File: src/shared/vjl_pkg.sv
// constants shared by the emergency vme-to-test-port loader and its helpers
// assumes a 10 MHz pclk and an apb master that owns the small control map
package vjl_pkg;
    // ****************************************
    // timing
    // ****************************************
    localparam int CLK_PERIOD_NS = 100;
    localparam int TCK_SETUP_NS = 100; // least time from tms/tdi change to tck rise
    localparam int TCK_HIGH_NS = 50;   // least tck high time
    localparam int TCK_SETUP_CYC = (TCK_SETUP_NS + CLK_PERIOD_NS - 1) / CLK_PERIOD_NS;
    localparam int TCK_HIGH_CYC = (TCK_HIGH_NS + CLK_PERIOD_NS - 1) / CLK_PERIOD_NS;

    // ****************************************
    // vme decode
    // ****************************************
    localparam logic [5:0] AM_USER_0 = 6'h19;
    localparam logic [5:0] AM_USER_1 = 6'h1a;
    localparam logic [5:0] AM_USER_2 = 6'h1d;
    localparam logic [5:0] AM_USER_3 = 6'h1e;
    localparam logic [16:0] LOADER_OFFSET = 17'h03fff; // a[18:2]
    localparam int ADDR_OFS_HI = 18;
    localparam int ADDR_OFS_LO = 2;
    localparam int ADDR_BASE_HI = 23;
    localparam int ADDR_BASE_LO = 19;
    localparam int DATA_TMS = 0;
    localparam int DATA_TDI = 1;

    // ****************************************
    // mode switch, numbered 8..1
    // ****************************************
    localparam int SW_CLK_SEL = 8;
    localparam int SW_BASE_SEL = 7;
    localparam int SW_REV_SEL = 6;
    localparam int SW_BASE_HI = 5;
    localparam int SW_BASE_LO = 1;

    // ****************************************
    // pin synchroniser bundle
    // ****************************************
    localparam int SYNC_W = 19;
    localparam int SY_AS = 0;
    localparam int SY_DS0 = 1;
    localparam int SY_DS1 = 2;
    localparam int SY_WRITE = 3;
    localparam int SY_LWORD = 4;
    localparam int SY_SW_LO = 5;   // switch bits 8..1 at 12..5
    localparam int SY_GA_LO = 13;  // ga_n at 17..13
    localparam int SY_FALLBACK = 18;
    localparam logic [18:0] SYNC_RST = 19'h3e01f; // strobes and ga_n idle high

    // ****************************************
    // apb map
    // ****************************************
    localparam logic [11:0] REG_CTRL = 12'h000;
    localparam logic [11:0] REG_STATUS = 12'h004;
    localparam logic [11:0] REG_WRCOUNT = 12'h008;
    localparam int CTRL_CLK_OVR_EN = 0;
    localparam int CTRL_CLK_OVR_SEL = 1;
    localparam int CTRL_ENGINE_SEL = 2;
    localparam logic [2:0] CTRL_RST = 3'h0;

    typedef enum logic [1:0] {
        VJL_IDLE = 2'b01,
        VJL_ACK = 2'b10
    } vjl_state_t;
endpackage : vjl_pkg

File: src/logic/vjl_sync.sv
// three-stage pin synchroniser with agreement filter
// assumes inputs come from outside the pclk domain
`timescale 1ns/1ps
`default_nettype none
module vjl_sync #(
    parameter int W = 1,
    parameter logic [W-1:0] RST = '0
) (
    // clock and reset
    input wire logic pclk,
    input wire logic presetn,
    // pins in, filtered levels out
    input wire logic [W-1:0] din,
    output logic [W-1:0] dout
);
    typedef struct packed {
        logic [W-1:0] s1;
        logic [W-1:0] s2;
        logic [W-1:0] s3;
        logic [W-1:0] q;
    } vjl_sync_t;

    vjl_sync_t r, nxt;

    // first stage feeds only the second; a change counts once stages two and three agree
    always_comb begin
        nxt = r;
        nxt.s1 = din;
        nxt.s2 = r.s1;
        nxt.s3 = r.s2;
        for (int i = 0; i < W; i++) begin
            if (r.s2[i] == r.s3[i]) begin
                nxt.q[i] = r.s3[i];
            end
        end
    end

    always_ff @(posedge pclk or negedge presetn) begin
        if (!presetn) begin
            r <= {RST, RST, RST, RST};
        end else begin
            r <= nxt;
        end
    end

    assign dout = r.q;
endmodule : vjl_sync
`default_nettype wire

File: src/logic/vjl_tck_gen.sv
// single test-clock pulse generator: setup delay, then one high phase
// assumes start is a one-cycle pulse, only given while busy is low
`timescale 1ns/1ps
`default_nettype none
module vjl_tck_gen #(
    parameter int SETUP_CYC = 1,
    parameter int HIGH_CYC = 1
) (
    // clock and reset
    input wire logic pclk,
    input wire logic presetn,
    // control
    input wire logic start,
    output logic busy,
    // test clock
    output logic tck
);
    typedef struct packed {
        logic [7:0] cnt;
        logic setup;
        logic high;
    } vjl_tck_t;

    vjl_tck_t r, nxt;

    // tms/tdi settle for the setup time before the rising edge
    always_comb begin
        nxt = r;
        if (start && !r.setup && !r.high) begin
            nxt.setup = 1'b1;
            nxt.cnt = 8'(SETUP_CYC - 1);
        end else if (r.cnt != 8'h00) begin
            nxt.cnt = r.cnt - 8'h01;
        end else if (r.setup) begin
            nxt.setup = 1'b0;
            nxt.high = 1'b1;
            nxt.cnt = 8'(HIGH_CYC - 1);
        end else begin
            nxt.high = 1'b0;
        end
    end

    always_ff @(posedge pclk or negedge presetn) begin
        if (!presetn) begin
            r <= '0;
        end else begin
            r <= nxt;
        end
    end

    assign busy = r.setup | r.high;
    assign tck = r.high;
endmodule : vjl_tck_gen
`default_nettype wire

File: src/logic/vjl_loader.sv
// emergency vme-to-test-port loader with mode switch decode and apb control
// assumes vme address, modifier and data are stable while the strobes are low,
// and that the configuration prom/fpga chain hangs on the tck/tms/tdi outputs
//
// Function
// - only writes carrying modifier 0x19, 0x1a, 0x1d or 0x1e are answered; all others are ignored.
// - address bits 31..24 are ignored and bits 18..2 must equal 0x3fff.
// - address bits 23..19 must match the geographic slot address, or zero where the crate has none.
// - an accepted write drives tdi from data bit 1 and tms from data bit 0.
// - the loader needs nothing from the fpga and works while it is blank or broken.
// - cycles are taken as 24-bit address, 32-bit data writes.
// - switch bit 7 low takes the base from the geographic address, high from switch bits 5..1.
// - switch bit 8 high picks the oscillator, low the front panel clock, software may override.
// - switch bit 6 picks firmware revision 1 when high, and the fallback line forces revision 0.
// - the a24 base from geographic address or switch is shared with the standard register decode.
// - the board is a slave for a24/d32 and a32/d64 accesses.
// - a faster fpga test-port engine may take over the chain once the fpga runs.
// - the other 30 data bits are ignored and the oscillator clocks prom configuration.
`timescale 1ns/1ps
`default_nettype none
module vjl_loader #(
    parameter int ADDR_W = 12,
    parameter int CNT_W = 16
) (
    // apb clock and reset
    input wire logic pclk,
    input wire logic presetn,
    // apb slave
    input wire logic psel,
    input wire logic penable,
    input wire logic pwrite,
    input wire logic [ADDR_W-1:0] paddr,
    input wire logic [31:0] pwdata,
    output logic [31:0] prdata,
    output logic pready,
    output logic pslverr,
    // vme slave pins
    input wire logic vme_as_n,
    input wire logic vme_ds0_n,
    input wire logic vme_ds1_n,
    input wire logic vme_write_n,
    input wire logic vme_lword_n,
    input wire logic [5:0] vme_am,
    input wire logic [31:1] vme_addr,
    input wire logic [31:0] vme_data,
    input wire logic [4:0] vme_ga_n,
    input wire logic vme_dtack_n_i,
    output logic vme_dtack_n_o,
    output logic vme_dtack_oe_n,
    // board mode switch and fallback boot line
    input wire logic [8:1] mode_switch,
    input wire logic fallback_revision_select,
    // fpga test-port engine
    input wire logic fpga_tck,
    input wire logic fpga_tms,
    input wire logic fpga_tdi,
    // test port chain
    output logic jtag_tck,
    output logic jtag_tms,
    output logic jtag_tdi,
    // board decode
    output logic [4:0] a24_base,
    output logic clk_src_osc,
    output logic fw_rev_sel
);
    import vjl_pkg::*;

    // ****************************************
    // helpers
    // ****************************************

    function automatic logic am_is_loader(input logic [5:0] am);
        am_is_loader = (am == AM_USER_0) || (am == AM_USER_1) || (am == AM_USER_2) || (am == AM_USER_3);
    endfunction : am_is_loader

    function automatic logic addr_is_loader(input logic [31:1] a, input logic [4:0] base);
        // a[31:24] take no part in the match
        addr_is_loader = (a[ADDR_OFS_HI:ADDR_OFS_LO] == LOADER_OFFSET)
                      && (a[ADDR_BASE_HI:ADDR_BASE_LO] == base);
    endfunction : addr_is_loader

    typedef struct packed {
        vjl_state_t st;
        logic tms;
        logic tdi;
        logic [2:0] ctrl;
        logic [CNT_W-1:0] wr_cnt;
        logic [31:0] rdata;
    } vjl_loader_t;

    vjl_loader_t r, nxt;

    logic [SYNC_W-1:0] pins_raw;
    logic [SYNC_W-1:0] pins;
    logic [8:1] sw;
    logic [4:0] ga;
    logic ds_low;
    logic ds_high;
    logic accept;
    logic tck_busy;
    logic loader_tck;
    logic apb_setup;
    logic apb_access;
    logic apb_mapped;

    // ****************************************
    // pin synchronisers
    // ****************************************

    // strobes, switches and slot pins are asynchronous to pclk; the bus lines ride behind the strobes
    assign pins_raw = {fallback_revision_select, vme_ga_n, mode_switch,
                       vme_lword_n, vme_write_n, vme_ds1_n, vme_ds0_n, vme_as_n};

    vjl_sync #(
        .W(SYNC_W),
        .RST(SYNC_RST)
    ) u_sync (
        .pclk(pclk),
        .presetn(presetn),
        .din(pins_raw),
        .dout(pins)
    );

    assign sw = pins[SY_SW_LO+7:SY_SW_LO];
    assign ga = ~pins[SY_GA_LO+4:SY_GA_LO]; // slot pins are active low

    // ****************************************
    // mode switch decode
    // ****************************************

    // the same base serves this loader and the standard a24 decode in the fpga
    assign a24_base = sw[SW_BASE_SEL] ? sw[SW_BASE_HI:SW_BASE_LO] : ga;

    // software override exists because the front panel clock may be absent at power-up
    assign clk_src_osc = r.ctrl[CTRL_CLK_OVR_EN] ? r.ctrl[CTRL_CLK_OVR_SEL] : sw[SW_CLK_SEL];

    // fallback line only matters when revision 1 was chosen
    assign fw_rev_sel = sw[SW_REV_SEL] & ~pins[SY_FALLBACK];

    // ****************************************
    // vme write decode
    // ****************************************

    // both data strobes plus long word mark a d32 transfer; reads are never answered
    assign ds_low = !pins[SY_DS0] && !pins[SY_DS1];
    assign ds_high = pins[SY_DS0] && pins[SY_DS1];
    assign accept = (r.st == VJL_IDLE) && !pins[SY_AS] && ds_low
                 && !pins[SY_LWORD] && !pins[SY_WRITE]
                 && am_is_loader(vme_am)
                 && addr_is_loader(vme_addr, a24_base)
                 && !tck_busy; // holding dtack until the pulse is free keeps one pulse per write

    // ****************************************
    // test clock pulse
    // ****************************************

    vjl_tck_gen #(
        .SETUP_CYC(TCK_SETUP_CYC),
        .HIGH_CYC(TCK_HIGH_CYC)
    ) u_tck (
        .pclk(pclk),
        .presetn(presetn),
        .start(accept),
        .busy(tck_busy),
        .tck(loader_tck)
    );

    // the emergency path is the default so a blank fpga never blocks the chain
    assign jtag_tck = r.ctrl[CTRL_ENGINE_SEL] ? fpga_tck : loader_tck;
    assign jtag_tms = r.ctrl[CTRL_ENGINE_SEL] ? fpga_tms : r.tms;
    assign jtag_tdi = r.ctrl[CTRL_ENGINE_SEL] ? fpga_tdi : r.tdi;

    // open-drain acknowledge: drive low only while a write is held
    assign vme_dtack_n_o = 1'b0;
    assign vme_dtack_oe_n = (r.st != VJL_ACK);

    // ****************************************
    // apb slave
    // ****************************************

    // zero wait states; read data is caught at the setup edge so it comes from a flop
    assign apb_setup = psel && !penable;
    assign apb_access = psel && penable;
    assign apb_mapped = (paddr == REG_CTRL) || (paddr == REG_STATUS) || (paddr == REG_WRCOUNT);
    assign pready = 1'b1;
    assign pslverr = apb_access && !apb_mapped;
    assign prdata = r.rdata;

    // ****************************************
    // state update
    // ****************************************

    always_comb begin
        nxt = r;
        unique case (r.st)
            VJL_IDLE: begin
                if (accept) begin
                    // only the two low data bits reach the chain
                    nxt.tms = vme_data[DATA_TMS];
                    nxt.tdi = vme_data[DATA_TDI];
                    nxt.wr_cnt = r.wr_cnt + CNT_W'(1);
                    nxt.st = VJL_ACK;
                end
            end
            VJL_ACK: begin
                // release when the master lifts both data strobes
                if (ds_high) begin
                    nxt.st = VJL_IDLE;
                end
            end
            default: begin
                nxt.st = VJL_IDLE;
            end
        endcase
        if (apb_setup) begin
            nxt.rdata = 32'h0000_0000;
            if (paddr == REG_CTRL) begin
                nxt.rdata[2:0] = r.ctrl;
            end else if (paddr == REG_STATUS) begin
                nxt.rdata = {21'h000000, fw_rev_sel, clk_src_osc, a24_base,
                             tck_busy, (r.st == VJL_ACK), r.tdi, r.tms};
            end else if (paddr == REG_WRCOUNT) begin
                nxt.rdata[CNT_W-1:0] = r.wr_cnt;
            end
        end
        if (apb_access && pwrite && (paddr == REG_CTRL)) begin
            nxt.ctrl = pwdata[2:0];
        end
    end

    always_ff @(posedge pclk or negedge presetn) begin
        if (!presetn) begin
            r.st <= VJL_IDLE;
            r.tms <= 1'b0;
            r.tdi <= 1'b0;
            r.ctrl <= CTRL_RST;
            r.wr_cnt <= '0;
            r.rdata <= 32'h0000_0000;
        end else begin
            r <= nxt;
        end
    end

    // ****************************************
    // checks
    // ****************************************

    property p_am_filter;
        @(posedge pclk) disable iff (!presetn)
        (r.st == VJL_IDLE) && !am_is_loader(vme_am) |=> vme_dtack_oe_n;
    endproperty
    a_am_filter: assert property (p_am_filter) else $error("dtack after foreign modifier");

    property p_offset;
        @(posedge pclk) disable iff (!presetn)
        $fell(vme_dtack_oe_n) |-> $past(vme_addr[ADDR_OFS_HI:ADDR_OFS_LO]) == LOADER_OFFSET;
    endproperty
    a_offset: assert property (p_offset) else $error("dtack on wrong offset");

    property p_base;
        @(posedge pclk) disable iff (!presetn)
        $fell(vme_dtack_oe_n) |-> $past(vme_addr[ADDR_BASE_HI:ADDR_BASE_LO]) == $past(a24_base);
    endproperty
    a_base: assert property (p_base) else $error("dtack on wrong slot base");

    property p_lines;
        @(posedge pclk) disable iff (!presetn)
        accept |=> (r.tms == $past(vme_data[DATA_TMS])) && (r.tdi == $past(vme_data[DATA_TDI]));
    endproperty
    a_lines: assert property (p_lines) else $error("tms/tdi not taken from data");

    property p_d32_write;
        @(posedge pclk) disable iff (!presetn)
        $fell(vme_dtack_oe_n) |-> !$past(pins[SY_WRITE]) && !$past(pins[SY_LWORD]);
    endproperty
    a_d32_write: assert property (p_d32_write) else $error("dtack on non d32 write");

    property p_one_pulse;
        @(posedge pclk) disable iff (!presetn)
        accept && !r.ctrl[CTRL_ENGINE_SEL] |=> !loader_tck ##1 loader_tck ##1 !loader_tck;
    endproperty
    a_one_pulse: assert property (p_one_pulse) else $error("tck pulse shape wrong");

    property p_fallback;
        @(posedge pclk) disable iff (!presetn)
        pins[SY_FALLBACK] |-> !fw_rev_sel;
    endproperty
    a_fallback: assert property (p_fallback) else $error("fallback did not force revision 0");

    property p_clk_ovr;
        @(posedge pclk) disable iff (!presetn)
        apb_access && pwrite && (paddr == REG_CTRL) && pwdata[CTRL_CLK_OVR_EN]
            |=> clk_src_osc == $past(pwdata[CTRL_CLK_OVR_SEL]);
    endproperty
    a_clk_ovr: assert property (p_clk_ovr) else $error("clock override not applied");

    property p_base_sel;
        @(posedge pclk) disable iff (!presetn)
        sw[SW_BASE_SEL] |-> a24_base == sw[SW_BASE_HI:SW_BASE_LO];
    endproperty
    a_base_sel: assert property (p_base_sel) else $error("switch base not used");

    property p_release;
        @(posedge pclk) disable iff (!presetn)
        (r.st == VJL_ACK) && ds_high |=> vme_dtack_oe_n;
    endproperty
    a_release: assert property (p_release) else $error("dtack held after strobes rose");
endmodule : vjl_loader
`default_nettype wire

File: config.mk
export PLATFORM = sky130hd
export DESIGN_NAME = vjl_loader
export DESIGN_NICKNAME = d
export VERILOG_FILES = /design/src/shared/vjl_pkg.sv /design/src/logic/vjl_sync.sv /design/src/logic/vjl_tck_gen.sv /design/src/logic/vjl_loader.sv
export SDC_FILE = /design/constraint.sdc
export NUM_CORES = 1
export LEC_CHECK = 0
export BUFFER_PORTS_ARGS = -buffer_cell sky130_fd_sc_hd__buf_2
export CAP_MARGIN = 30
export CORE_UTILIZATION = 53
export DETAILED_ROUTE_END_ITERATION = 16
export PLACE_DENSITY = 0.95
export SKIP_CTS_REPAIR_TIMING = 1
export SLEW_MARGIN = 20
export SYNTH_ARGS = -nofsm -noshare
export SYNTH_HDL_FRONTEND = slang
export SYNTH_SLANG_ARGS = --single-unit
File: constraint.sdc
create_clock -name pclk -period 3.6 [get_ports pclk]
set_input_delay 1.08 -clock pclk [delete_from_list [all_inputs] [get_ports pclk]]
set_output_delay 1.08 -clock pclk [all_outputs]
set_load 0.1 [all_outputs]
-- After elaboration in Yosys (flattened, before gate mapping)
Index checks and enable logic that the tools add are counted.
- add/subtract/negate cells: 2
- equal/unequal tests: 33
- muxes and demuxes: 17
- bitwise gates (word level): 6
- reduce and logical (&&, ||, !) cells: 38
- operators with widths (operator ; count):
    16-bit 2-to-1 mux ; 2
    6-bit by 5-bit == test with 1-bit output, second input constant ; 4
    1-bit == test ; 19
    9-bit 2-to-1 mux ; 2
    17-bit by 14-bit == test with 1-bit output, second input constant ; 1
    1-bit logical AND ; 17
    16-bit by 1-bit adder with 16-bit output, second input constant ; 1
    13-bit 2-to-1 mux ; 1
    12-bit by 3-bit == test with 1-bit output, second input constant ; 1
    12-bit by 4-bit == test with 1-bit output, second input constant ; 1
    12-bit zero test ; 1
    1-bit zero test ; 10
    8-bit 2-to-1 mux ; 1
    8-bit nonzero test ; 1
    8-bit by 1-bit subtractor with 8-bit output, second input constant ; 1
    2-bit AND reduction ; 3
    5-bit == test ; 1
    1-bit logical OR ; 5
    1-bit 2-to-1 mux ; 5
    5-bit 2-to-1 mux ; 1
    5-bit inverter ; 1
    2-bit 2-to-1 mux ; 2
    4-bit 2-to-1 mux ; 1
    2-bit by 1-bit != test with 1-bit output, second input constant ; 2
    other kinds (9) ; 12
- register bits: 141
- bits of input ports: 141
- output and inout bits: 46
- word-level logic and storage cells: 127

-- Longest topological paths before layout
Gate-level depths: netlist (run 1).
- depth in word-level cells: 12
- mapped depth: 8
- gate-level depth less buffers: 6

-- Hierarchy
Synthesis (run 1) repeated with hierarchy kept, for this count alone.
- cell total of the unflattened synthesis: 414
- area total of the unflattened synthesis: 5215.0 um^2
- modules (own cells, without submodules) (module ; times used ; cells each ; area each (um^2)):
    vjl_loader ; 1 ; 247 ; 2341.0
    vjl_sync ; 1 ; 114 ; 2308.5
    vjl_tck_gen ; 1 ; 53 ; 565.5

-- Worst setup path before layout (run 1)
OpenSTA, ideal clock, no wires.
- path type: in2out
- start: input paddr[5]
- end: output pslverr
- data arrival time: 2.614 ns
- required time: 2.520 ns
- path slack: -0.094 ns
- stages: 4
- path buffers: 0
- path through: nor4_1 > nand3_1 > a21oi_1 > nor2_1
- word-level cells in the longest chain between the ends: 5
- elaborated cells between the ends (all ways): 7
- those cells by class: 2 x eq/ne; 5 x reduce/logical
- ends and longest elaborated chain (item ; RTL line ; text):
    from (decl) ; vjl_loader.sv:32 ; input wire logic [ADDR_W-1:0] paddr,
    12-bit by 3-bit == test with 1-bit output / 12-bit zero test (equally long branches) ; vjl_loader.sv:184 ; assign apb_mapped = (paddr == REG_CTRL) || (paddr == REG_STATUS) || (paddr == REG_WRCOUNT);
    1-bit logical OR ; vjl_loader.sv:184 ;
    1-bit logical OR (*) ; vjl_loader.sv:184 ;
    1-bit zero test (*) ; vjl_loader.sv:186 ; assign pslverr = apb_access && !apb_mapped;
    1-bit logical AND (*) ; vjl_loader.sv:186 ;
    to (decl) ; vjl_loader.sv:36 ; output logic pslverr,
Mark *: on every way between the ends. The rest lies on a longest branch, timed or not.

-- Worst setup path in the final report (run 1)
Same ends and word-level chain as after synthesis.

==> results of run 1 <==
[registers in the layout (all words and copies together), names as in the netlist]
register / count
prdata: 16
r: 23
u_sync.dout: 19
u_sync.nxt: 38
u_sync.r: 19
u_tck.r: 9
u_tck.tck: 1
[cells in the mapped netlist, types with 3 or more instances]
library cell               count
sky130_fd_sc_hd__nand3_1      10
sky130_fd_sc_hd__or4b_1        3
sky130_fd_sc_hd__a22oi_1       8
sky130_fd_sc_hd__maj3_1       19
sky130_fd_sc_hd__dfstp_2      41
sky130_fd_sc_hd__nor4_1        5
sky130_fd_sc_hd__o31ai_1       4
sky130_fd_sc_hd__mux2_2       12
sky130_fd_sc_hd__inv_1         9
sky130_fd_sc_hd__buf_4        34
sky130_fd_sc_hd__a21oi_1       8
sky130_fd_sc_hd__nand4_1      10
sky130_fd_sc_hd__nand2_1      25
sky130_fd_sc_hd__xnor2_1      20
sky130_fd_sc_hd__nor2_1       21
sky130_fd_sc_hd__o21ai_0      16
sky130_fd_sc_hd__ha_1          3
sky130_fd_sc_hd__mux2i_1       3
sky130_fd_sc_hd__dfrtp_1      84
sky130_fd_sc_hd__and3_1       10
sky130_fd_sc_hd__nand2b_1      5
sky130_fd_sc_hd__clkbuf_1      6
sky130_fd_sc_hd__nor2b_1       8
sky130_fd_sc_hd__nor3_1        4
[layout make-up]
class	count	area [sq um]
clock buffer	17	414
clock inverter	15	174
fill	619	2910
inverter	9	33.8
multi-input combinational	229	1500
sequential	125	3180
tap	108	135
timing repair buffer	103	547
[worst max-delay path, cell delays in order]
cell                      delay [ps]
sky130_fd_sc_hd__buf_2           100
sky130_fd_sc_hd__nor4_1          420
sky130_fd_sc_hd__nand3_1         180
sky130_fd_sc_hd__a21oi_1         180
sky130_fd_sc_hd__nor2_2           40
sky130_fd_sc_hd__buf_2           280
[worst min path at each step]
stage	slack, ps	cells past startpoint	start	to
2_1_floorplan	330	0	u_sync.nxt[43]	u_sync.nxt[24]
3_3_place_gp	330	0	u_sync.nxt[49]	u_sync.nxt[30]
3_5_place_dp	330	0	u_sync.nxt[46]	u_sync.nxt[27]
4_1_cts	350	0	u_sync.nxt[49]	u_sync.nxt[30]
5_1_grt	350	0	u_sync.nxt[48]	u_sync.nxt[29]
6_report	350	0	u_sync.nxt[49]	u_sync.nxt[30]
[cells by family (layout without fill, tap and decap cells)]
family / Yosys count / after routing
other: 2 / 18
buffers and inverters: 51 / 144
XOR/XNOR: 22 / 22
multiplexers: 15 / 15
AO/OA/AOI/OAI: 41 / 41
AND/OR/NAND/NOR: 111 / 111
adder cells (fa/ha/maj): 22 / 22
flip-flops: 125 / 125
[per-layer routing]
metal | track usage [%] | wire (microns) | up-vias
met4 | 9.41 | 140 | 0
met5 | 0 | 0 | -
met2 | 36.9 | 4980 | 114
met1 | 24.6 | 3730 | 1536
li1 | - | - | 1481
met3 | 5.46 | 469 | 12
[through the flow]
stage	cells	area, sq um
6_report	606	5980
5_1_grt	606	5980
4_1_cts	605	5970
3_5_place_dp	573	5380
3_3_place_gp	573	5380
2_1_floorplan	405	5010
[power by group through the flow]
stage / clock network, mW / registers (mW) / logic [mW]
final: 1.67 / 1.51 / 0.322
after global routing: 1.76 / 1.52 / 0.342
after floorplan: 0 / 1.52 / 0.248
after CTS: 1.70 / 1.51 / 0.324
after detailed placement: 0 / 1.53 / 0.322
after global placement: 0 / 1.53 / 0.316
==> load_flow_metrics.sql, run 1 <==
INSERT INTO impl_metrics (metric_group, metric, value, unit) VALUES
('run_status', 'status', 'completed', ''),
('critical_path', 'endpoint_kind', 'output pin', ''),
('pwr', 'power.density_cell_area', '586', 'nW/um^2'),
('cells_and_area', 'nNetsFinal', '629', ''),
('sta', 'holdWs', '348', 'ps'),
('floorplan', 'dieHeight', '98.6', 'microns'),
('synth', 'mappedNetlistArea', '4950', 'sq um'),
('sta', 'final_max_slew_viol_count', '0', ''),
('sta', 'fin_tns_setup', '0', 'ps'),
('synth', 'fraction_of_synthesized_area_in_multiplexers', '3.34', '%'),
('sta', 'timing.final.crit_period', '3360', 'ps'),
('critical_path', 'critical_path.reg2reg.startpoint', 'r[53]', ''),
('routing', 'dr_total_vias', '3143', ''),
('critical_path', 'crit_path_start_kind', 'primary input', ''),
('floorplan', 'die_area', '9730', 'sq um'),
('floorplan', 'pin_count', '187', ''),
('synth', 'yosysWarningCount', '0', ''),
('run', 'maxCapViolCount', '0', ''),
('synth', 'postSynthRegisterBits', '125', ''),
('clocking', 'numCtsBuffers', '17', ''),
('pwr', 'seq_power_share', '43.1', '%'),
('cells_and_area', 'synthToLayoutAreaGrowth', '20.9', '%'),
('floorplan', 'floorplan.initialDensity', '55.7', '%'),
('cells_and_area', 'insertedDiodeCount', '0', ''),
('global_routing', 'grt_antenna_before_repair', '0', ''),
('sta', 'rsz0062_at_grt', 'no', ''),
('cells_and_area', 'layout_commonest_cell', 'sky130_fd_sc_hd__buf_2', ''),
('critical_path', 'cp-startpoint', 'paddr[5]', ''),
('pwr', 'switching_share', '26.9', '%'),
('synth', 'cell_accounting_for_the_most_synthesized_area', 'sky130_fd_sc_hd__dfrtp_1', ''),
('synth', 'netlist_instances', '389', ''),
('clocking', 'cts_tree', 'built', ''),
('cells_and_area', 'layout.cells.most_common_list', '97 x sky130_fd_sc_hd__buf_2, 84 x sky130_fd_sc_hd__dfrtp_1, 41 x sky130_fd_sc_hd__dfstp_2', ''),
('critical_path', 'setup.worst_path.class', 'primary input to output pin', ''),
('synth', 'synth_xor_xnor_area_share', '3.89', '%'),
('clocking', 'clock_latency', '520', 'ps'),
('place', 'dp_hpwl', '6.52', 'mm'),
('synth', 'synth_top_family_by_area', 'simple AND/OR/NAND/NOR gates', ''),
('floorplan', 'fp-row-count', '34', ''),
('synth', 'synth_cell_type_count', '39', ''),
('synth', 'yosysSeqAreaShare', '64.2', '%'),
('synth', 'ys_async_sr_fraction', '100', '%'),
('pwr', 'power.share.clock', '47.7', '%'),
('pwr', 'static-leakage-power', '2.78', 'nW'),
('pwr', 'power.switching', '943', 'uW'),
('place', 'numPortBuffers', '98', ''),
('pwr', 'combPwrFrac', '9.2', '%'),
('synth', 'synthesized_area_fraction_occupied_by_adder_cells', '4.60', '%'),
('floorplan', 'die_width', '98.6', 'microns'),
('pwr', 'internal_power', '2.56', 'mW'),
('routing', 'drtPass1Iterations', '4', ''),
('critical_path', 'cp_data_arrival_time', '2280', 'ps'),
('sta', 'slew-limit-headroom', '47.0', '%'),
('critical_path', 'critical_path_peak_fanout', '2', ''),
('critical_path', 'worst_r2r_endpoint', 'r[51]', ''),
('clocking', 'clock_tree.buffer_depth', '2', ''),
('global_routing', 'grt_overflow_total', '0', ''),
('synth', 'synth.avg_cell_area', '12.7', 'sq um'),
('synth', 'synthFlopType', 'sky130_fd_sc_hd__dfrtp_1', ''),
('cells_and_area', 'layout-drive-gt1-share', '38.4', '%'),
('floorplan', 'core-area', '8890', 'sq um'),
('clocking', 'cts_htree_levels', '4', ''),
('critical_path', 'cp.required', '2520', 'ps'),
('routing', 'avgViaCountPerCell', '5.19', ''),
('routing', 'drc', '0', ''),
('sta', 'finalHoldViolations', '0', ''),
('routing', 'antenna_violating_nets_post_route', '0', ''),
('routing', 'drt_wl_total', '9.32', 'mm'),
('clocking', 'clock_sink_count', '125', ''),
('routing', 'routedWlPerCell', '15.4', 'microns'),
('sta', 'skew', '12.0', 'ps');
Power figures use the tool's default switching activity.
==> run 2: changes to the inputs <==
--- a/config.mk
+++ b/config.mk
@@ -7,9 +7,10 @@
 export LEC_CHECK = 0
 export BUFFER_PORTS_ARGS = -buffer_cell sky130_fd_sc_hd__buf_2
 export CAP_MARGIN = 30
-export CORE_UTILIZATION = 53
+export CORE_UTILIZATION = 51
+export CTS_BUF_LIST = sky130_fd_sc_hd__clkbuf_4
 export DETAILED_ROUTE_END_ITERATION = 16
-export PLACE_DENSITY = 0.95
+export PLACE_DENSITY = 0.94
 export SKIP_CTS_REPAIR_TIMING = 1
 export SLEW_MARGIN = 20
 export SYNTH_ARGS = -nofsm -noshare
==> constraint.sdc (replaced) <==
create_clock -name pclk -period 3.75 [get_ports pclk]
set_input_delay 1.125 -clock pclk [delete_from_list [all_inputs] [get_ports pclk]]
set_output_delay 1.125 -clock pclk [all_outputs]
set_load 0.1 [all_outputs]
==> run 2 against run 1 <==
Compared with the run above: cell area shrank 4.3%; critical path depth stayed put; worst hold slack better by 11 ps; combinational power decreased by 5%; clock power decreased by 39%; sequential cell count did not move; sequential power shrank 4%; routed wire length decreased by 1.1%; sequential share of layout area grew 2.4 points; setup slack improved by 30 ps; register-to-register slack gained 220 ps; largest cell class unchanged; largest power group is now registers.
==> load_flow_metrics.sql, run 2 (synthesis gave the netlist of run 1 again) <==
INSERT INTO impl_metrics (metric_group, metric, value, unit) VALUES
('critical_path', 'critPathTopFamily', 'simple AND/OR/NAND/NOR gates', ''),
('pwr', 'internal_power', '2.02', 'mW'),
('sta', 'setup_slack', '274', 'ps'),
('clocking', 'cts.clk_slew.worst_paths', '110', 'ps'),
('cells_and_area', 'layout.core_utilization', '61.4', '%'),
('routing', 'antenna_violating_nets_post_route', '0', ''),
('critical_path', 'timing.critical_path.slowest_stage_cell', 'sky130_fd_sc_hd__nor4_1', ''),
('critical_path', 'setup.worst_path.class', 'primary input to output pin', ''),
('floorplan', 'pin_count', '187', ''),
('place', 'dp_cells', '593', ''),
('pwr', 'seq_power_share', '52.3', '%'),
('cells_and_area', 'layout-drive-gt1-share', '37.7', '%'),
('cells_and_area', 'post-route-cell-area', '5730', 'sq um'),
('routing', 'drtPass1Iterations', '4', ''),
('cells_and_area', 'count_of_filler_cells_inserted_in_the_layout', '732', ''),
('clocking', 'clock_latency', '510', 'ps'),
('critical_path', 'worst_path_most_repeated_cell', 'sky130_fd_sc_hd__buf_2', ''),
('min_path', 'hp-class', 'flip-flop to flip-flop', ''),
('sta', 'timing.final.crit_period', '3480', 'ps'),
('critical_path', 'worst-path-buf-inv', '2', ''),
('global_routing', 'grt_antenna_before_repair', '0', ''),
('place', 'placement.setup.worst_slack', '270', 'ps'),
('global_routing', 'largest_net_degree_at_the_start_of_global_routing', '67', ''),
('routing', 'dr_total_vias', '3208', ''),
('pwr', 'p_total', '2.77', 'mW'),
('pwr', 'power.switching', '756', 'uW'),
('pwr', 'combPwrFrac', '11.1', '%'),
('floorplan', 'core-area', '9330', 'sq um'),
('floorplan', 'die_area', '10100', 'sq um'),
('critical_path', 'endpoint_kind', 'output pin', ''),
('cells_and_area', 'instances_no_fill', '625', ''),
('place', 'numPortBuffers', '98', ''),
('floorplan', 'floorplan.initialDensity', '53.1', '%'),
('sta', 'finalHoldViolations', '0', ''),
('clocking', 'clock_sink_count', '125', ''),
('clocking', 'cts_tree', 'built', ''),
('pwr', 'switching_share', '27.3', '%'),
('routing', 'drt_wl_total', '9.22', 'mm'),
('place', 'detailed_place.area', '5400', 'sq um'),
('clocking', 'root_buffer_cell', 'sky130_fd_sc_hd__clkbuf_4', ''),
('cells_and_area', 'synthToLayoutAreaGrowth', '15.7', '%'),
('min_path', 'hold_path.startpoint', 'u_sync.nxt[48]', ''),
('sta', 'skew', '15.2', 'ps'),
('cells_and_area', 'layout.cells.most_common_list', '97 x sky130_fd_sc_hd__buf_2, 84 x sky130_fd_sc_hd__dfrtp_1, 41 x sky130_fd_sc_hd__dfstp_2', ''),
('pwr', 'power.share.clock', '36.7', '%'),
('pwr', 'static-leakage-power', '2.65', 'nW'),
('sta', 'final.period_utilization', '92.7', '%'),
('critical_path', 'cp_data_arrival_time', '2350', 'ps'),
('critical_path', 'cp-startpoint', 'paddr[5]', ''),
('critical_path', 'critical_path.reg2reg.startpoint', 'r[53]', ''),
('run_status', 'status', 'completed', ''),
('cells_and_area', 'largest_register_ff_count', '38', ''),
('sta', 'highest_achievable_clock_rate', '288', 'MHz'),
('critical_path', 'crit_path_start_kind', 'primary input', ''),
('sta', 'tightest_slew', '925', 'ps'),
('critical_path', 'worstPathCellList', 'buf_2, nor4_1, nand3_1, a21oi_1, nor2_2, buf_2', ''),
('global_routing', 'first_global_vias', '3266', ''),
('routing', 'drc', '0', ''),
('floorplan', 'dieHeight', '101', 'microns'),
('floorplan', 'die_width', '101', 'microns'),
('place', 'dp_hpwl', '6.67', 'mm'),
('cells_and_area', 'insertedDiodeCount', '0', ''),
('global_routing', 'globalRouteTotalUtil', '20.4', '%'),
('clocking', 'clock_tree.buffer_depth', '2', ''),
('place', 'place_congestion', '0.807', ''),
('pwr', 'power.density_cell_area', '484', 'nW/um^2'),
('routing', 'avgViaCountPerCell', '5.13', ''),
('floorplan', 'fp-row-count', '35', ''),
('critical_path', 'critical_path_peak_fanout', '2', ''),
('clocking', 'cts_htree_levels', '4', ''),
('routing', 'iter_0_drt_violations', '171', ''),
('sta', 'slew-limit-headroom', '38.3', '%'),
('sta', 'fin_tns_setup', '0', 'ps'),
('cells_and_area', 'register_area', '3180', 'sq um'),
('critical_path', 'longest_individual_stage_delay_on_the_worst_path', '400', 'ps'),
('global_routing', 'grt_pass1_wl', '15.3', 'mm'),
('pwr', 'irDropWorstVdd', '454', 'uV'),
('clocking', 'numCtsBuffers', '17', ''),
('run', 'maxCapViolCount', '0', ''),
('routing', 'routedWlPerCell', '14.8', 'microns'),
('cells_and_area', 'nNetsFinal', '627', ''),
('global_routing', 'grt_overflow_total', '0', ''),
('sta', 'holdWs', '359', 'ps'),
('cells_and_area', 'layout_commonest_cell', 'sky130_fd_sc_hd__buf_2', ''),
('sta', 'timing.final.setup_violations', '0', ''),
('cells_and_area', 'area_occupied_by_multi_input_gates', '1500', 'sq um'),
('sta', 'rsz0062_at_grt', 'no', ''),
('sta', 'final_max_slew_viol_count', '0', ''),
('critical_path', 'cp.required', '2620', 'ps');
## run 2: cell count changes in the layout (fill, tap and decap cells not counted), sizes merged
cell      change
clkinvlp      +1
bufinv        +2
inv           -8
buf           -2
clkinv        +5
## run 2: cell type report
cell class,instances,share of cell area [%]
Tap cell,129,2.82
Clock inverter,15,3.43
Timing Repair Buffer,101,9.22
Inverter,9,0.590
Multi-Input combinational cell,229,26.2
Sequential cell,125,55.5
Clock buffer,17,2.23
## run 2: power by group through the flow
stage	clock (mW)	sequential [mW]	combinational (mW)
floorplan	0	1.46	0.238
global placement	0	1.47	0.303
detailed placement	0	1.47	0.310
CTS	1.05	1.45	0.310
global route	1.10	1.46	0.327
finish	1.02	1.45	0.307
## run 2: path summary, 6_finish.rpt
kind / cells after the start / slack, ps / endpoint
worst max-delay path: 6 / 270 / pslverr
worst min-delay path: 0 / 360 / u_sync.nxt[29]
worst max register to register: 6 / 1090 / r[33]
worst min register to register: 0 / 360 / u_sync.nxt[29]
max in group asynchronous: 2 / 2220 / u_sync.nxt[38]
min in group asynchronous: 1 / 670 / r[52]
## run 2: worst register-to-register path, stage by stage (launching register included)
cell,delay [ps]
sky130_fd_sc_hd__dfstp_2,540
sky130_fd_sc_hd__or4b_1,440
sky130_fd_sc_hd__nor4_1,340
sky130_fd_sc_hd__o2111ai_1,260
sky130_fd_sc_hd__nor4_4,260
sky130_fd_sc_hd__buf_4,330
sky130_fd_sc_hd__mux2_2,390
## run 2: per-layer routing
layer | routed length (microns) | global-route usage [%] | vias to the layer above
li1 | - | - | 1484
met1 | 3650 | 23.4 | 1582
met2 | 4900 | 35.0 | 125
met3 | 524 | 6.73 | 17
met4 | 146 | 8.47 | 0
met5 | 0 | 0 | -
==> run 3: changes to the inputs <==
--- a/config.mk
+++ b/config.mk
@@ -5,12 +5,12 @@
 export SDC_FILE = /design/constraint.sdc
 export NUM_CORES = 1
 export LEC_CHECK = 0
-export BUFFER_PORTS_ARGS = -buffer_cell sky130_fd_sc_hd__buf_2
 export CAP_MARGIN = 30
-export CORE_UTILIZATION = 51
+export CORE_UTILIZATION = 65
 export CTS_BUF_LIST = sky130_fd_sc_hd__clkbuf_4
 export DETAILED_ROUTE_END_ITERATION = 16
-export PLACE_DENSITY = 0.94
+export DONT_BUFFER_PORTS = 1
+export PLACE_DENSITY = 0.92
 export SKIP_CTS_REPAIR_TIMING = 1
 export SLEW_MARGIN = 20
 export SYNTH_ARGS = -nofsm -noshare
==> run 3 against run 2 <==
Compared with the run above: combinational power is 20% lower; sequential power hardly changed; sequential share of layout area is 5.2 points higher; clock skew hardly changed; power is 2.6% lower; critical path depth is 1 lower; largest cell class unchanged; largest power group unchanged; fmax is 7.6% higher; via count is 13% lower; worst hold slack worse by 50 ps; cell area is 8.6% lower.
==> load_flow_metrics.sql, run 3 (synthesis gave the netlist of run 1 again) <==
INSERT INTO impl_metrics (metric_group, metric, value, unit) VALUES
('run_status', 'status', 'completed', ''),
('critical_path', 'endpoint_kind', 'output pin', ''),
('sta', 'highest_achievable_clock_rate', '310', 'MHz'),
('sta', 'final_max_slew_viol_count', '0', ''),
('floorplan', 'die_width', '89.3', 'microns'),
('clocking', 'cts_htree_levels', '4', ''),
('critical_path', 'cp_data_arrival_time', '2110', 'ps'),
('sta', 'skew', '15.6', 'ps'),
('clocking', 'cts.clk_slew.worst_paths', '110', 'ps'),
('sta', 'setup_slack', '519', 'ps'),
('cells_and_area', 'layout.core_utilization', '71.7', '%'),
('cells_and_area', 'layout-drive-gt1-share', '24.5', '%'),
('clocking', 'clock_tree.buffer_depth', '2', ''),
('cells_and_area', 'largest_register_ff_count', '38', ''),
('routing', 'drtPass1Iterations', '4', ''),
('critical_path', 'cp.required', '2620', 'ps'),
('sta', 'timing.final.crit_period', '3230', 'ps'),
('clocking', 'clock_sink_count', '125', ''),
('run', 'maxCapViolCount', '0', ''),
('place', 'dp_hpwl', '5.79', 'mm'),
('floorplan', 'die_area', '7970', 'sq um'),
('cells_and_area', 'count_of_filler_cells_inserted_in_the_layout', '483', ''),
('critical_path', 'critical_path_peak_fanout', '2', ''),
('floorplan', 'floorplan.initialDensity', '67.9', '%'),
('sta', 'slew-limit-headroom', '35.6', '%'),
('floorplan', 'dieHeight', '89.3', 'microns'),
('sta', 'rsz0062_at_grt', 'no', ''),
('cells_and_area', 'layout_commonest_cell', 'sky130_fd_sc_hd__dfrtp_1', ''),
('sta', 'tightest_slew', '966', 'ps'),
('global_routing', 'grt_overflow_total', '0', ''),
('cells_and_area', 'synthToLayoutAreaGrowth', '5.69', '%'),
('floorplan', 'fp-row-count', '31', ''),
('sta', 'fin_tns_setup', '0', 'ps'),
('routing', 'drc', '0', ''),
('cells_and_area', 'nNetsFinal', '535', ''),
('critical_path', 'setup.worst_path.class', 'primary input to output pin', ''),
('place', 'placement.setup.worst_slack', '447', 'ps'),
('clocking', 'clock_latency', '500', 'ps'),
('floorplan', 'pin_count', '187', ''),
('critical_path', 'crit_path_start_kind', 'primary input', ''),
('global_routing', 'grt_antenna_before_repair', '0', ''),
('pwr', 'irDropWorstVdd', '433', 'uV'),
('global_routing', 'globalRouteTotalUtil', '22.2', '%'),
('routing', 'antenna_violating_nets_post_route', '0', ''),
('place', 'place_congestion', '0.780', ''),
('sta', 'final.period_utilization', '86.2', '%'),
('place', 'numPortBuffers', '0', ''),
('sta', 'holdWs', '309', 'ps'),
('pwr', 'static-leakage-power', '2.26', 'nW'),
('sta', 'timing.final.setup_violations', '0', ''),
('global_routing', 'first_global_vias', '2741', ''),
('clocking', 'cts_tree', 'built', ''),
('cells_and_area', 'insertedDiodeCount', '0', ''),
('routing', 'drt_wl_total', '8.25', 'mm'),
('global_routing', 'largest_net_degree_at_the_start_of_global_routing', '126', ''),
('cells_and_area', 'layout.cells.most_common_list', '84 x sky130_fd_sc_hd__dfrtp_1, 41 x sky130_fd_sc_hd__dfstp_2, 25 x sky130_fd_sc_hd__nand2_1', ''),
('sta', 'finalHoldViolations', '0', ''),
('clocking', 'numCtsBuffers', '17', ''),
('routing', 'routedWlPerCell', '16.4', 'microns'),
('floorplan', 'core-area', '7290', 'sq um'),
('min_path', 'hp-class', 'primary input to asynchronous set/reset pin', ''),
('pwr', 'power.density_cell_area', '516', 'nW/um^2'),
('global_routing', 'grt_pass1_wl', '12.6', 'mm'),
('routing', 'iter_0_drt_violations', '109', ''),
('routing', 'avgViaCountPerCell', '5.58', ''),
('routing', 'dr_total_vias', '2805', ''),
('clocking', 'root_buffer_cell', 'sky130_fd_sc_hd__clkbuf_4', '');
## run 3: cell types whose count changed in the layout (fill, tap and decap cells not counted), sizes merged
cell    before  now
buf        101    9
clkinv       8    2
inv         10   16
bufinv       4    3
clkbuf      17   18
## run 3: per-layer routing
layer	global-route usage (%)	vias up	part of all wire, %
met5	0	-	0
met4	9.96	0	1.8
met3	7.20	15	5.1
met2	36.6	102	51
met1	27.0	1398	42
li1	-	1290	-
## run 3: worst paths after layout
path / from / endpoint / slack [ps] / depth (start not counted)
worst min-delay path: presetn / u_sync.r[24] / 310 / 0
min in group pclk: u_sync.nxt[48] / u_sync.nxt[29] / 350 / 0
worst max register to register: r[53] / r[52] / 1160 / 6
worst max-delay path: paddr[9] / pslverr / 520 / 5
worst min register to register: u_sync.nxt[48] / u_sync.nxt[29] / 350 / 0
max in group asynchronous: presetn / u_sync.dout[4] / 3190 / 0
## run 3: critical path: stages
cell and delay, ps:
sky130_fd_sc_hd__nor4_1 360, sky130_fd_sc_hd__nand3_1 170, sky130_fd_sc_hd__a21oi_1 180, sky130_fd_sc_hd__nor2_2 50, sky130_fd_sc_hd__buf_4 230
## run 3: layout make-up
cell class | count | area, sq um | area share [%]
clock buffers | 18 | 135 | 2.58
clock inverters | 14 | 181 | 3.47
inverters | 9 | 33.8 | 0.646
multi-input cells | 229 | 1510 | 28.8
flip-flops and latches | 125 | 3180 | 60.8
well taps | 99 | 124 | 2.37
repair buffers | 9 | 71.3 | 1.36
## run 3: report_power, final
part / internal, mW / switching (mW) / total, mW / leakage, nW
combinational: 0.0446 / 0.202 / 0.246 / 0.603
sequential: 1.42 / 0.0291 / 1.45 / 1.49
clock: 0.486 / 0.520 / 1.01 / 0.164
total: 1.95 / 0.751 / 2.70 / 2.26
## run 3: per-stage QoR
stage	total power, mW	instance area [sq um]	instances
finish	2.70	5230	503
global route	2.80	5230	503
CTS	2.72	5220	502
detailed placement	1.72	4900	470
global placement	1.71	4900	470
floorplan	1.70	5010	405
